`config.mk`:
```
export PLATFORM = sky130hd
export DESIGN_NAME = sbd_engine
export DESIGN_NICKNAME = d
export VERILOG_FILES = /design/src/sbd_field_dec.v /design/src/sbd_engine.v
export VERILOG_INCLUDE_DIRS = /design/src /design/src/common
export SDC_FILE = /design/constraint.sdc
export NUM_CORES = 1
export LEC_CHECK = 0
export ABC_AREA = 1
export ABC_CLOCK_PERIOD_IN_PS = 5630
export BUFFER_PORTS_ARGS = -buffer_cell sky130_fd_sc_hd__buf_4
export CORE_ASPECT_RATIO = 0.7
export CORE_MARGIN = 2
export CORE_UTILIZATION = 59
export DETAILED_ROUTE_END_ITERATION = 10
export PLACE_DENSITY = 0.77
export SYNTH_ARGS = -nofsm -noshare
export SYNTH_HDL_FRONTEND = slang
export SYNTH_SLANG_ARGS = --single-unit
```
`constraint.sdc`:
```
create_clock -name i_clk_sys -period 5.63 [get_ports i_clk_sys]
set_input_delay 1.126 -clock i_clk_sys [delete_from_list [all_inputs] [get_ports i_clk_sys]]
set_output_delay 1.126 -clock i_clk_sys [all_outputs]
set_load 0.05 [all_outputs]
```
`src/common/sbd_defs.vh`:
```
`ifndef SBD_DEFS_VH
`define SBD_DEFS_VH

// register offsets, byte addresses on the plain port
`define SBD_ADDR_W       8
`define SBD_OFS_DW0      8'h00
`define SBD_OFS_DW1      8'h04
`define SBD_OFS_DW2      8'h08
`define SBD_OFS_DW3      8'h0C
`define SBD_OFS_STAT     8'h10
`define SBD_OFS_CPUADDR  8'h14

// reset values
`define SBD_RST_WORD     32'h00000000

// dw0 fields (descriptor bits 31..0)
`define SBD_EP0_BIT      31
`define SBD_MPS_HI       28
`define SBD_MPS_LO       18
`define SBD_LEN_HI       17
`define SBD_LEN_LO       3
`define SBD_V_BIT        0

// dw1 fields (descriptor bits 63..32, minus 32)
`define SBD_HUB_HI       31
`define SBD_HUB_LO       25
`define SBD_PORT_HI      24
`define SBD_PORT_LO      18
`define SBD_SE_HI        17
`define SBD_SE_LO        16
`define SBD_SPLIT_BIT    14
`define SBD_KIND_HI      13
`define SBD_KIND_LO      12
`define SBD_TOK_HI       11
`define SBD_TOK_LO       10
`define SBD_DEV_HI       9
`define SBD_DEV_LO       3
`define SBD_EPH_HI       2
`define SBD_EPH_LO       0

// dw2 fields
`define SBD_RL_HI        28
`define SBD_RL_LO        25
`define SBD_PTR_HI       23
`define SBD_PTR_LO       8

// dw3 status fields
`define SBD_A_BIT        31
`define SBD_H_BIT        30
`define SBD_X_BIT        28
`define SBD_CERR_HI      24
`define SBD_CERR_LO      23
`define SBD_NAK_HI       22
`define SBD_NAK_LO       19
`define SBD_XFR_HI       14
`define SBD_XFR_LO       0

// encodings
`define SBD_SE_LOW       2'h2
`define SBD_SE_FULL      2'h0
`define SBD_KIND_CTRL    2'h0
`define SBD_KIND_ISO     2'h1
`define SBD_KIND_BULK    2'h2
`define SBD_TOK_OUT      2'h0
`define SBD_TOK_IN       2'h1
`define SBD_TOK_SETUP    2'h2

// limits and address mapping
`define SBD_FS_MAX_PKT   11'h040
`define SBD_RAM_BASE     32'h00000400
`define SBD_RAM_SHIFT    3

`endif

```
`src/sbd_field_dec.v`:
```
`timescale 1ns/10ps
`default_nettype none
`include "sbd_defs.vh"

module sbd_field_dec
(
	input  wire [31:0] i_dw0,
	input  wire [31:0] i_dw1,
	input  wire [31:0] i_dw2,
	output wire [3:0]  o_nak_reload_value,
	output wire [15:0] o_payload_buffer_pointer,
	output wire [6:0]  o_upstream_hub_id,
	output wire [6:0]  o_hub_port_index,
	output wire [1:0]  o_split_speed_select,
	output wire        o_split,
	output wire [1:0]  o_endpoint_kind,
	output wire [1:0]  o_token,
	output wire [6:0]  o_function_usb_id,
	output wire [3:0]  o_endpoint_number,
	output wire [10:0] o_max_payload_size,
	output wire [14:0] o_transfer_byte_budget,
	output wire        o_active
);

	// reserved bits are simply not looked at
	assign o_nak_reload_value       = i_dw2[`SBD_RL_HI:`SBD_RL_LO];
	assign o_payload_buffer_pointer = i_dw2[`SBD_PTR_HI:`SBD_PTR_LO];
	assign o_upstream_hub_id        = i_dw1[`SBD_HUB_HI:`SBD_HUB_LO];
	assign o_hub_port_index         = i_dw1[`SBD_PORT_HI:`SBD_PORT_LO];
	assign o_split_speed_select     = i_dw1[`SBD_SE_HI:`SBD_SE_LO];
	assign o_split                  = i_dw1[`SBD_SPLIT_BIT];
	assign o_endpoint_kind          = i_dw1[`SBD_KIND_HI:`SBD_KIND_LO];
	assign o_token                  = i_dw1[`SBD_TOK_HI:`SBD_TOK_LO];
	assign o_function_usb_id        = i_dw1[`SBD_DEV_HI:`SBD_DEV_LO];
	assign o_endpoint_number        = {i_dw1[`SBD_EPH_HI:`SBD_EPH_LO], i_dw0[`SBD_EP0_BIT]};
	assign o_max_payload_size       = i_dw0[`SBD_MPS_HI:`SBD_MPS_LO];
	assign o_transfer_byte_budget   = i_dw0[`SBD_LEN_HI:`SBD_LEN_LO];
	assign o_active                 = i_dw0[`SBD_V_BIT];

endmodule

`default_nettype wire

```
`src/sbd_engine.v`:
```
// Overview of operation
// - a zero NAK reload value makes the engine ignore the NAK counter.
// - for isochronous endpoints the reload value is never used.
// - buffer pointer is RAM word address, (CPU byte address - 400h) / 8.
// - hub address for split tokens comes from descriptor bits 63..57.
// - hub port number comes from descriptor bits 56..50.
// - speed select 10 means low speed, 00 full speed, only when split.
// - bit 46 zero is plain high speed, one is a split transaction.
// - endpoint type 00 is control, 10 is bulk.
// - token field 00 OUT, 01 IN, 10 SETUP.
// - function address comes from descriptor bits 41..35.
// - endpoint number is bits 34..32 above bit 31.
// - max packet length limits each packet; full speed at most 64 bytes.
// - transfer length bounds total bytes moved by the descriptor.
// - active flag cleared when descriptor completes or on fatal error.
// - nonzero reload and NAK counter reaching zero clears active.
// - error counter drops on bad response, reloads on NAK or NYET.
`timescale 1ns/10ps
`default_nettype none
`include "sbd_defs.vh"

module sbd_engine
(
	input  wire        i_clk_sys,
	input  wire        i_resetn,
	input  wire [7:0]  i_addr,
	input  wire [31:0] i_wdata,
	input  wire        i_wr,
	input  wire        i_rd,
	output reg  [31:0] o_rdata,
	input  wire        i_resp_ack,
	input  wire        i_resp_nak,
	input  wire        i_resp_nyet,
	input  wire        i_resp_err,
	input  wire [10:0] i_resp_bytes,
	output reg         o_tok_valid,
	output reg  [1:0]  o_tok_pid,
	output reg  [6:0]  o_tok_dev,
	output reg  [3:0]  o_tok_ep,
	output reg         o_tok_split,
	output reg  [6:0]  o_tok_hub,
	output reg  [6:0]  o_tok_port,
	output reg         o_tok_low_speed,
	output reg  [1:0]  o_tok_kind,
	output reg  [10:0] o_tok_len,
	output reg  [15:0] o_tok_buf
);

	localparam ST_IDLE  = 2'h0;
	localparam ST_ISSUE = 2'h1;
	localparam ST_WAIT  = 2'h2;

	////////////////////////////////////////////////////////////////////////////////
	// storage and field decode

	reg  [31:0] dw0_q;
	reg  [31:0] dw0_d;
	reg  [31:0] dw1_q;
	reg  [31:0] dw2_q;
	reg  [31:0] dw3_q;
	reg  [31:0] dw3_d;
	reg  [1:0]  state_q;
	reg  [1:0]  state_d;
	reg  [1:0]  cerr_init_q;
	reg  [1:0]  cerr_init_d;
	reg         done_q;
	reg         done_d;
	reg         fatal_q;
	reg         fatal_d;
	reg  [10:0] pkt_len_q;

	wire [3:0]  nak_reload_value;
	wire [15:0] payload_buffer_pointer;
	wire [6:0]  upstream_hub_id;
	wire [6:0]  hub_port_index;
	wire [1:0]  split_speed_select;
	wire        split_flag;
	wire [1:0]  endpoint_kind;
	wire [1:0]  token_sel;
	wire [6:0]  function_usb_id;
	wire [3:0]  endpoint_number;
	wire [10:0] max_payload_size;
	wire [14:0] transfer_byte_budget;
	wire        active;

	sbd_field_dec u_dec
	(
		.i_dw0                    (dw0_q),
		.i_dw1                    (dw1_q),
		.i_dw2                    (dw2_q),
		.o_nak_reload_value       (nak_reload_value),
		.o_payload_buffer_pointer (payload_buffer_pointer),
		.o_upstream_hub_id        (upstream_hub_id),
		.o_hub_port_index         (hub_port_index),
		.o_split_speed_select     (split_speed_select),
		.o_split                  (split_flag),
		.o_endpoint_kind          (endpoint_kind),
		.o_token                  (token_sel),
		.o_function_usb_id        (function_usb_id),
		.o_endpoint_number        (endpoint_number),
		.o_max_payload_size       (max_payload_size),
		.o_transfer_byte_budget   (transfer_byte_budget),
		.o_active                 (active)
	);

	// smaller of two packet sizes
	function [10:0] min11;
		input [10:0] a;
		input [10:0] b;
		begin
			min11 = (a < b) ? a : b;
		end
	endfunction

	// remaining bytes clipped to packet width
	function [10:0] clip11;
		input [14:0] v;
		begin
			clip11 = (v > 15'h07FF) ? 11'h7FF : v[10:0];
		end
	endfunction

	////////////////////////////////////////////////////////////////////////////////
	// derived values

	wire        wr_dw0 = i_wr && (i_addr == `SBD_OFS_DW0);
	wire        wr_dw1 = i_wr && (i_addr == `SBD_OFS_DW1);
	wire        wr_dw2 = i_wr && (i_addr == `SBD_OFS_DW2);
	wire        wr_dw3 = i_wr && (i_addr == `SBD_OFS_DW3);
	wire [14:0] xfr_done   = dw3_q[`SBD_XFR_HI:`SBD_XFR_LO];
	wire [3:0]  nak_retry_counter = dw3_q[`SBD_NAK_HI:`SBD_NAK_LO];
	wire [1:0]  cerr       = dw3_q[`SBD_CERR_HI:`SBD_CERR_LO];
	wire [14:0] remaining  = transfer_byte_budget - xfr_done;
	// nak counting only for nonzero reload on non-isochronous endpoints
	wire        nak_count_en = (nak_reload_value != 4'h0) &&
		(endpoint_kind != `SBD_KIND_ISO);
	wire        low_speed  = split_flag && (split_speed_select == `SBD_SE_LOW);
	// full and low speed splits capped at the full speed limit
	wire [10:0] mps_eff    = split_flag ?
		min11(max_payload_size, `SBD_FS_MAX_PKT) : max_payload_size;
	wire [10:0] next_len   = min11(mps_eff, clip11(remaining));
	wire [14:0] xfr_sum    = xfr_done + {4'h0, i_resp_bytes};
	wire [14:0] xfr_new    = (xfr_sum > transfer_byte_budget) ?
		transfer_byte_budget : xfr_sum;
	wire [31:0] cpu_addr   = ({16'h0000, payload_buffer_pointer} << `SBD_RAM_SHIFT) +
		`SBD_RAM_BASE;
	wire [15:0] word_ofs   = {4'h0, xfr_done[14:3]};
	wire [15:0] buf_word   = payload_buffer_pointer + word_ofs;

	////////////////////////////////////////////////////////////////////////////////
	// execution state machine

	always @*
	begin
		state_d     = state_q;
		dw0_d       = wr_dw0 ? i_wdata : dw0_q;
		dw3_d       = wr_dw3 ? i_wdata : dw3_q;
		cerr_init_d = cerr_init_q;
		done_d      = done_q;
		fatal_d     = fatal_q;
		case (state_q)
			ST_IDLE:
			begin
				// start once the active flag is seen set and stable
				if (active && !wr_dw0)
				begin
					cerr_init_d = cerr;
					done_d      = 1'b0;
					fatal_d     = 1'b0;
					if (remaining == 15'h0000)
					begin
						// nothing left to move: finish at once
						dw0_d[`SBD_V_BIT] = wr_dw0 ? i_wdata[`SBD_V_BIT] : 1'b0;
						if (!wr_dw3)
							dw3_d[`SBD_A_BIT] = 1'b0;
						done_d = 1'b1;
					end
					else
						state_d = ST_ISSUE;
				end
			end
			ST_ISSUE:
			begin
				if (!active)
					state_d = ST_IDLE;
				else
					state_d = ST_WAIT;
			end
			ST_WAIT:
			begin
				if (!active)
					state_d = ST_IDLE;
				else if (i_resp_ack)
				begin
					if (!wr_dw3)
						dw3_d[`SBD_XFR_HI:`SBD_XFR_LO] = xfr_new;
					if ((xfr_new >= transfer_byte_budget) || (i_resp_bytes < pkt_len_q))
					begin
						if (!wr_dw0)
							dw0_d[`SBD_V_BIT] = 1'b0;
						if (!wr_dw3)
							dw3_d[`SBD_A_BIT] = 1'b0;
						done_d  = 1'b1;
						state_d = ST_IDLE;
					end
					else
						state_d = ST_ISSUE;
				end
				else if (i_resp_nak || i_resp_nyet)
				begin
					if (!wr_dw3)
						dw3_d[`SBD_CERR_HI:`SBD_CERR_LO] = cerr_init_q;
					state_d = ST_ISSUE;
					if (i_resp_nak && nak_count_en)
					begin
						if (nak_retry_counter <= 4'h1)
						begin
							if (!wr_dw3)
							begin
								dw3_d[`SBD_NAK_HI:`SBD_NAK_LO] = 4'h0;
								dw3_d[`SBD_A_BIT]              = 1'b0;
							end
							if (!wr_dw0)
								dw0_d[`SBD_V_BIT] = 1'b0;
							done_d  = 1'b1;
							state_d = ST_IDLE;
						end
						else if (!wr_dw3)
							dw3_d[`SBD_NAK_HI:`SBD_NAK_LO] = nak_retry_counter - 4'h1;
					end
				end
				else if (i_resp_err)
				begin
					if (cerr <= 2'h1)
					begin
						if (!wr_dw3)
						begin
							dw3_d[`SBD_CERR_HI:`SBD_CERR_LO] = 2'h0;
							dw3_d[`SBD_X_BIT]                = 1'b1;
							dw3_d[`SBD_H_BIT]                = 1'b1;
							dw3_d[`SBD_A_BIT]                = 1'b0;
						end
						if (!wr_dw0)
							dw0_d[`SBD_V_BIT] = 1'b0;
						fatal_d = 1'b1;
						done_d  = 1'b1;
						state_d = ST_IDLE;
					end
					else
					begin
						if (!wr_dw3)
							dw3_d[`SBD_CERR_HI:`SBD_CERR_LO] = cerr - 2'h1;
						state_d = ST_ISSUE;
					end
				end
			end
			default:
			begin
				state_d = ST_IDLE;
			end
		endcase
	end

	always @(posedge i_clk_sys)
	begin
		if (!i_resetn)
		begin
			state_q     <= ST_IDLE;
			dw0_q       <= `SBD_RST_WORD;
			dw1_q       <= `SBD_RST_WORD;
			dw2_q       <= `SBD_RST_WORD;
			dw3_q       <= `SBD_RST_WORD;
			cerr_init_q <= 2'h0;
			done_q      <= 1'b0;
			fatal_q     <= 1'b0;
		end
		else
		begin
			state_q     <= state_d;
			dw0_q       <= dw0_d;
			dw3_q       <= dw3_d;
			cerr_init_q <= cerr_init_d;
			done_q      <= done_d;
			fatal_q     <= fatal_d;
			if (wr_dw1)
				dw1_q <= i_wdata;
			if (wr_dw2)
				dw2_q <= i_wdata;
		end
	end

	////////////////////////////////////////////////////////////////////////////////
	// token request outputs

	always @(posedge i_clk_sys)
	begin
		if (!i_resetn)
		begin
			o_tok_valid     <= 1'b0;
			o_tok_pid       <= `SBD_TOK_OUT;
			o_tok_dev       <= 7'h00;
			o_tok_ep        <= 4'h0;
			o_tok_split     <= 1'b0;
			o_tok_hub       <= 7'h00;
			o_tok_port      <= 7'h00;
			o_tok_low_speed <= 1'b0;
			o_tok_kind      <= `SBD_KIND_CTRL;
			o_tok_len       <= 11'h000;
			o_tok_buf       <= 16'h0000;
			pkt_len_q       <= 11'h000;
		end
		else
		begin
			o_tok_valid <= (state_q == ST_ISSUE) && active;
			if (state_q == ST_ISSUE)
			begin
				o_tok_pid       <= token_sel;
				o_tok_dev       <= function_usb_id;
				o_tok_ep        <= endpoint_number;
				o_tok_split     <= split_flag;
				o_tok_hub       <= split_flag ? upstream_hub_id : 7'h00;
				o_tok_port      <= split_flag ? hub_port_index : 7'h00;
				o_tok_low_speed <= low_speed;
				o_tok_kind      <= endpoint_kind;
				o_tok_len       <= next_len;
				o_tok_buf       <= buf_word;
				pkt_len_q       <= next_len;
			end
		end
	end

	////////////////////////////////////////////////////////////////////////////////
	// register read port

	always @(posedge i_clk_sys)
	begin
		if (!i_resetn)
			o_rdata <= `SBD_RST_WORD;
		else if (i_rd)
		begin
			case (i_addr)
				`SBD_OFS_DW0:     o_rdata <= dw0_q;
				`SBD_OFS_DW1:     o_rdata <= dw1_q;
				`SBD_OFS_DW2:     o_rdata <= dw2_q;
				`SBD_OFS_DW3:     o_rdata <= dw3_q;
				`SBD_OFS_STAT:    o_rdata <= {26'h0000000, endpoint_kind == `SBD_KIND_BULK,
					nak_count_en, fatal_q, done_q, state_q};
				`SBD_OFS_CPUADDR: o_rdata <= cpu_addr;
				default:          o_rdata <= `SBD_RST_WORD;
			endcase
		end
		else
			o_rdata <= `SBD_RST_WORD;
	end

endmodule

`default_nettype wire

```
Word-level counts from Yosys, hierarchy flattened --
Cells that the tools add are included.
Cells by class: equality and inequality tests 23, add/sub/neg operators 6, shifts and indexed selects 0, $lt $le $gt $ge 8, divide/modulo/power cells 0, reductions and logical operators 22, multipliers 0, bitwise gates (word level) 0, mux-type cells 92
Operator list (count):
- one-hot mux 32 bit (6 select lines) | 1
- 2-to-1 mux 15 bit | 5
- 2-to-1 mux 1 bit | 49
- 2-to-1 mux 11 bit | 4
- 2-to-1 mux 2 bit | 17
- 2-to-1 mux 32 bit | 1
- < comparator 11 bit | 2
- adder 19 x 11 -> 20 bit (second input constant) | 1
- 2-to-1 mux 4 bit | 5
- 2-to-1 mux 6 bit | 3
- adder 16 x 12 -> 16 bit | 1
- == test 8 x 4 -> 1 bit (second input constant) | 2
- == test 8 x 5 -> 1 bit (second input constant) | 2
- inequality test 4 bit (second input constant) | 4
- adder 15 x 11 -> 15 bit | 1
- >= comparator 15 bit | 1
- greater-than comparator 15 x 11 -> 1 bit (second input constant) | 1
- greater-than comparator 15 bit | 1
- logical NOT 15 bit | 1
- subtractor 15 bit | 1
- 2-to-1 mux 7 bit | 2
- inequality test 2 bit (second input constant) | 7
- < comparator 11 x 7 -> 1 bit (second input constant) | 1
- logical AND 1 bit | 9
- 22 further kinds | 29
Storage, ports and cells: bits in writable memories 0, input bits 59, latch bits 0, memories 0, bits in read-only memories 0, register bits 225, output and inout port bits 91

Longest topological paths before layout --
depth in word-level cells 10, gate-level depth with buffers 34, gate-level depth less buffers 33

By module --
From an unflattened synthesis, not the netlist that was laid out.
Second synthesis, totals: cell total of the unflattened synthesis 1924, area total of the unflattened synthesis 13515.5 sq um
By module, submodules not included:
- sbd_engine | sequential area each 4504.3 sq um, instances 1, area each 12922.4 sq um, cells an instance 1845
- sbd_field_dec | sequential area each 0.0 sq um, instances 1, area each 593.1 sq um, cells an instance 79

Worst setup path before layout --
No wires, ideal clock.
kind input port to flip-flop, from in i_resp_bytes[0], to reg done_q, arrival time 4.958 ns, cell stages on the path 29, path slack 0.586 ns, data required time 5.544 ns, library setup time 0.086 ns, cells stage by stage ha_1 fa_1 nand3_1 nand2_1 nand2_1 a21oi_1 or2_2 xor2_1 ha_1 a21oi_1 o21a_1 nand2_1 nand3_1 nand2_1 nand2_1 clkbuf_1 nand3_1 o21a_1 ha_1 nand2_1 nor2_1 nand4_1 o211ai_1 nor2_1 nand3_1 nand2_1 o21ai_0 o21ai_0 a211oi_1
On the way: word-level cells in the longest chain between the ends 7, elaborated cells on any way between the ends 8
Ends and longest elaborated chain:
- start, declared | RTL line sbd_engine.v:35 | input wire [10:0] i_resp_bytes,
- adder 15 x 11 -> 15 bit | RTL line sbd_engine.v:142 | wire [14:0] xfr_sum = xfr_done + {4'h0, i_resp_bytes};
- greater-than comparator 15 bit | RTL line sbd_engine.v:143 | wire [14:0] xfr_new = (xfr_sum > transfer_byte_budget) ?
- 2-to-1 mux 15 bit | RTL line sbd_engine.v:143
- >= comparator 15 bit | RTL line sbd_engine.v:197 | if ((xfr_new >= transfer_byte_budget) || (i_resp_bytes < pkt_len_q))
- logical OR 1 bit (*) | RTL line sbd_engine.v:197
- inequality test 3 bit (no line) (*)
- AND reduction 8 bit (no line) (*)
- end signal, assigned | RTL line sbd_engine.v:283 | done_q <= done_d;
- end, declared | RTL line sbd_engine.v:66 | reg done_q;
Mark *: on every way between the ends. The rest lies on a longest branch, timed or not. A chain may end at the register's enable or synchronous reset.

Worst setup path after layout --
Ends and elaborated chain as after synthesis.

==> results by group <==
Cells and area
  • Finished layout cell area: around 0.015 mm²
  • Final nets: between 2000 and 2500
  • FILL cells: approximately 1900
  • Area Overhead vs Synth: 16.4%
  • # diodes: 0
  • Post-layout util: 0.694
  • Share of cells above drive strength 1: 0.151

Setup path
  • Slowest Stage Delay on Critical Path: around 0.42 ns
  • CP arrival: 5.76 ns
  • CP max FO: 30
  • R2R cell count: 29
  • Critical path endpoint category: register
  • FF-to-FF End: done_q
  • Setup crit start kind: primary input
  • Critical path required time: just over 6 ns
  • RR Startpoint: dw3_q[0]
  • Worst path most repeated cell: nand2_1
  • Critical path class: in2reg
  • Reg2Reg Setup Slack: just over 0.6 ns
  • Slowest-stage cell, CP: fa_1

Logic synthesis
  • Syn Std Cell Area: about 0.013 mm²
  • Sequential area share after synthesis: 0.352
  • Synth unique cells: 53
  • Post-synth top area share: 0.352
  • EDFF count, synth: 0
  • Top-count cell post-synth: nand2_1
  • Synth Register Bits: about 230
  • Asr flop ratio synth: 0
  • Top area cells in the synthesized netlist: dfxtp_1 35%, ha_1 8.9%, nand2_1 8.4%, a21oi_1 8.0%, o21ai_0 7.7%
  • Syn nets: ~1900
  • Synthesized area per cell: about 7.1 µm²
  • Ys flop type: dfxtp_1
  • Post-Syn Instances: 1793
  • Synth top cells by count: 287 x nand2_1, 227 x inv_1, 225 x dfxtp_1
  • Synth warn: 0
  • Dominant cell type by area after synthesis: dfxtp_1

Clocking
  • Clk_lat worst skew: roughly 0.53 ns
  • Depth of the CTS H-tree: 1
  • Cts bufs inserted: 23
  • CTS clk-pin slew, worst paths: 0.07 ns
  • Clock root buffer: clkbuf_16
  • Setup Buffers After CTS: 0
  • CTS Buffer Depth: 3
  • CTS tree: built
  • TritonCTS sink count: between 200 and 250

Min path
  • Hold path depth: 2
  • Hold path start: o_tok_port[4]
  • Hold EP: o_tok_port[4]
  • Worst min-delay path class: reg2reg

Run status
  • Status: completed

Timing
  • Fmax: about 0.19 GHz
  • Max-slew headroom: 0.204
  • Tmin final: ~5.3 ns
  • Pin slew with the least headroom to its limit: about 1.2 ns
  • Worst Hold Slack: between 0.4 and 0.5 ns
  • Max-slew violation count: 0
  • Final hold vios: 0
  • Final setup viols: 0
  • RSZ-0062 raised after global routing: false
  • Worst setup slack after layout: between 0.3 and 0.4 ns
  • Crit share post-route: 0.944
  • Final Skew: between 0.01 and 0.015 ns

Floorplan
  • Initial core utilization: 0.596
  • Row Count: 45
  • Core area: 0.0215 mm²
  • I/O Pins: 150
  • Die Y: about 130 µm
  • Die X: between 150 and 200 µm
  • Die Area: ~0.023 mm²

Place
  • Dpl cell area: 0.0141 mm²
  • Port Buf Inserts: roughly 150
  • RD Place Congestion: approximately 1.0
  • Detailed placement HPWL: between 30000 and 40000 µm
  • Pre-CTS WS: -0.169 ns

Power and ir drop
  • Pleak: about 6.7 nW
  • P per Cell Area: between 200 and 300 mW/mm²
  • Worst vdd ir: approximately 210 µV

Global routing
  • Initial antenna violation count: 0
  • Tot GR Track Use: 0.374
  • Vias in the first global route: about 12000
  • Largest net degree at the start of global routing: ~130
  • Gr ovfl total: 0
  • Global-route wire length before repair: between 60000 and 70000 µm

Routing
  • Final WL: about 44000 µm
  • Vias/cell: roughly 6.0
  • Avg WL per Cell: between 20 and 25 µm
  • First drt pass iteration count: 6
  • Drt first-iter violations: ~1800
  • Routed vias: roughly 13000
  • Post-DRT Antenna Nets: 0
  • DRC Markers: 0

Run
  • Max_cap viols: 0
[per-stage QoR]
| step | setup TNS [ns] | cells | power [W] |
|---|---|---|---|
| 2_1_floorplan | 0 | 1793 | 0.00212 |
| 3_3_place_gp | 0 | 2164 | 0.00231 |
| 3_5_place_dp | -0.251 | 2164 | 0.00232 |
| 4_1_cts | 0 | 2205 | 0.00396 |
| 5_1_grt | 0 | 2205 | 0.00410 |
| 6_report | 0 | 2205 | 0.00398 |
[worst max-delay path: cells and delay by family]
family / cells / cell delay [ns]
AND/OR/NAND/NOR: 14 / 1.70
buffers and inverters: 4 / 0.42
adder cells (fa/ha/maj): 4 / 1.29
AO/OA/AOI/OAI: 7 / 1.04
XOR/XNOR: 1 / 0.16
[worst max path at each step]
stage | end | start | slack, ns | cells after the start
floorplan | done_q | i_resp_bytes[0] | 0.59 | 29
global placement | done_q | i_resp_bytes[0] | 0.12 | 30
detailed placement | done_q | i_resp_bytes[0] | -0.17 | 30
CTS | done_q | i_resp_bytes[0] | 0.36 | 30
global route | done_q | i_resp_bytes[0] | 0.05 | 32
finish | done_q | i_resp_bytes[0] | 0.31 | 30
[area by class of cell]
class	count	area, µm²	share of cell area
flip-flops and latches	225	4500	0.302
multi-input cells	1242	7050	0.473
repair buffers	166	1260	0.0844
clock buffers	30	652	0.0437
clock inverters	11	165	0.0111
inverters	249	935	0.0626
well taps	282	353	0.0236
[per-layer routing]
layer  global-route usage  wire, µm  vias up
met5                    0         0        -
met4                0.116      1450        0
met3               0.0981      6260      116
met2                0.533     17600      878
met1                0.550     19000     6074
li1                     -         -     6235
[kinds of logic after synthesis]
logic type / after synthesis / share of synthesized area
adders and majority gates: 94 / 0.0935
AOI/OAI and AO/OA: 531 / 0.230
xor gates and xnor gates: 33 / 0.0226
and+or+nand+nor: 584 / 0.203
buffers and inverters: 326 / 0.0993
DFF: 225 / 0.352
[state kept, by name, indices dropped and copies added, names as in the netlist, 11 cells and up]
name and flops:
o_rdata 32, dw2_q 32, dw3_q 32, pkt_len_q 11, o_tok_buf 16, dw1_q 32
dw0_q 32
[power by group]
| group | internal (W) | switching, W | leakage, nW |
|---|---|---|---|
| combinational | 0.000217 | 0.000440 | 4.44 |
| clock | 0.00100 | 0.000675 | 0.403 |
| sequential | 0.00162 | 0.0000254 | 1.81 |
[what timing repair did]
item                                    4_1_cts  5_1_grt
resized for setup                             0        1
endpoints found under the setup margin        0        1
hold buffers                                  0        0
[layout by cell type, fill, tap and decap left out, types with 15 or more instances in the layout]
| cell type | Yosys | layout |
|---|---|---|
| o21ai_0 | 196 | 196 |
| nor2_1 | 148 | 148 |
| o21ai_1 | 24 | 24 |
| nand3_1 | 68 | 67 |
| nand2_2 | 16 | 16 |
| o22ai_1 | 27 | 27 |
| buf_4 | 2 | 165 |
| xor2_1 | 24 | 24 |
| ha_1 | 91 | 91 |
| a21oi_1 | 205 | 205 |
| inv_2 | 21 | 21 |
| nand2_1 | 287 | 287 |
| a31oi_1 | 15 | 15 |
| clkbuf_16 | 0 | 23 |
| dfxtp_1 | 225 | 225 |
| inv_1 | 227 | 227 |
(Power assumes the default switching activity.)
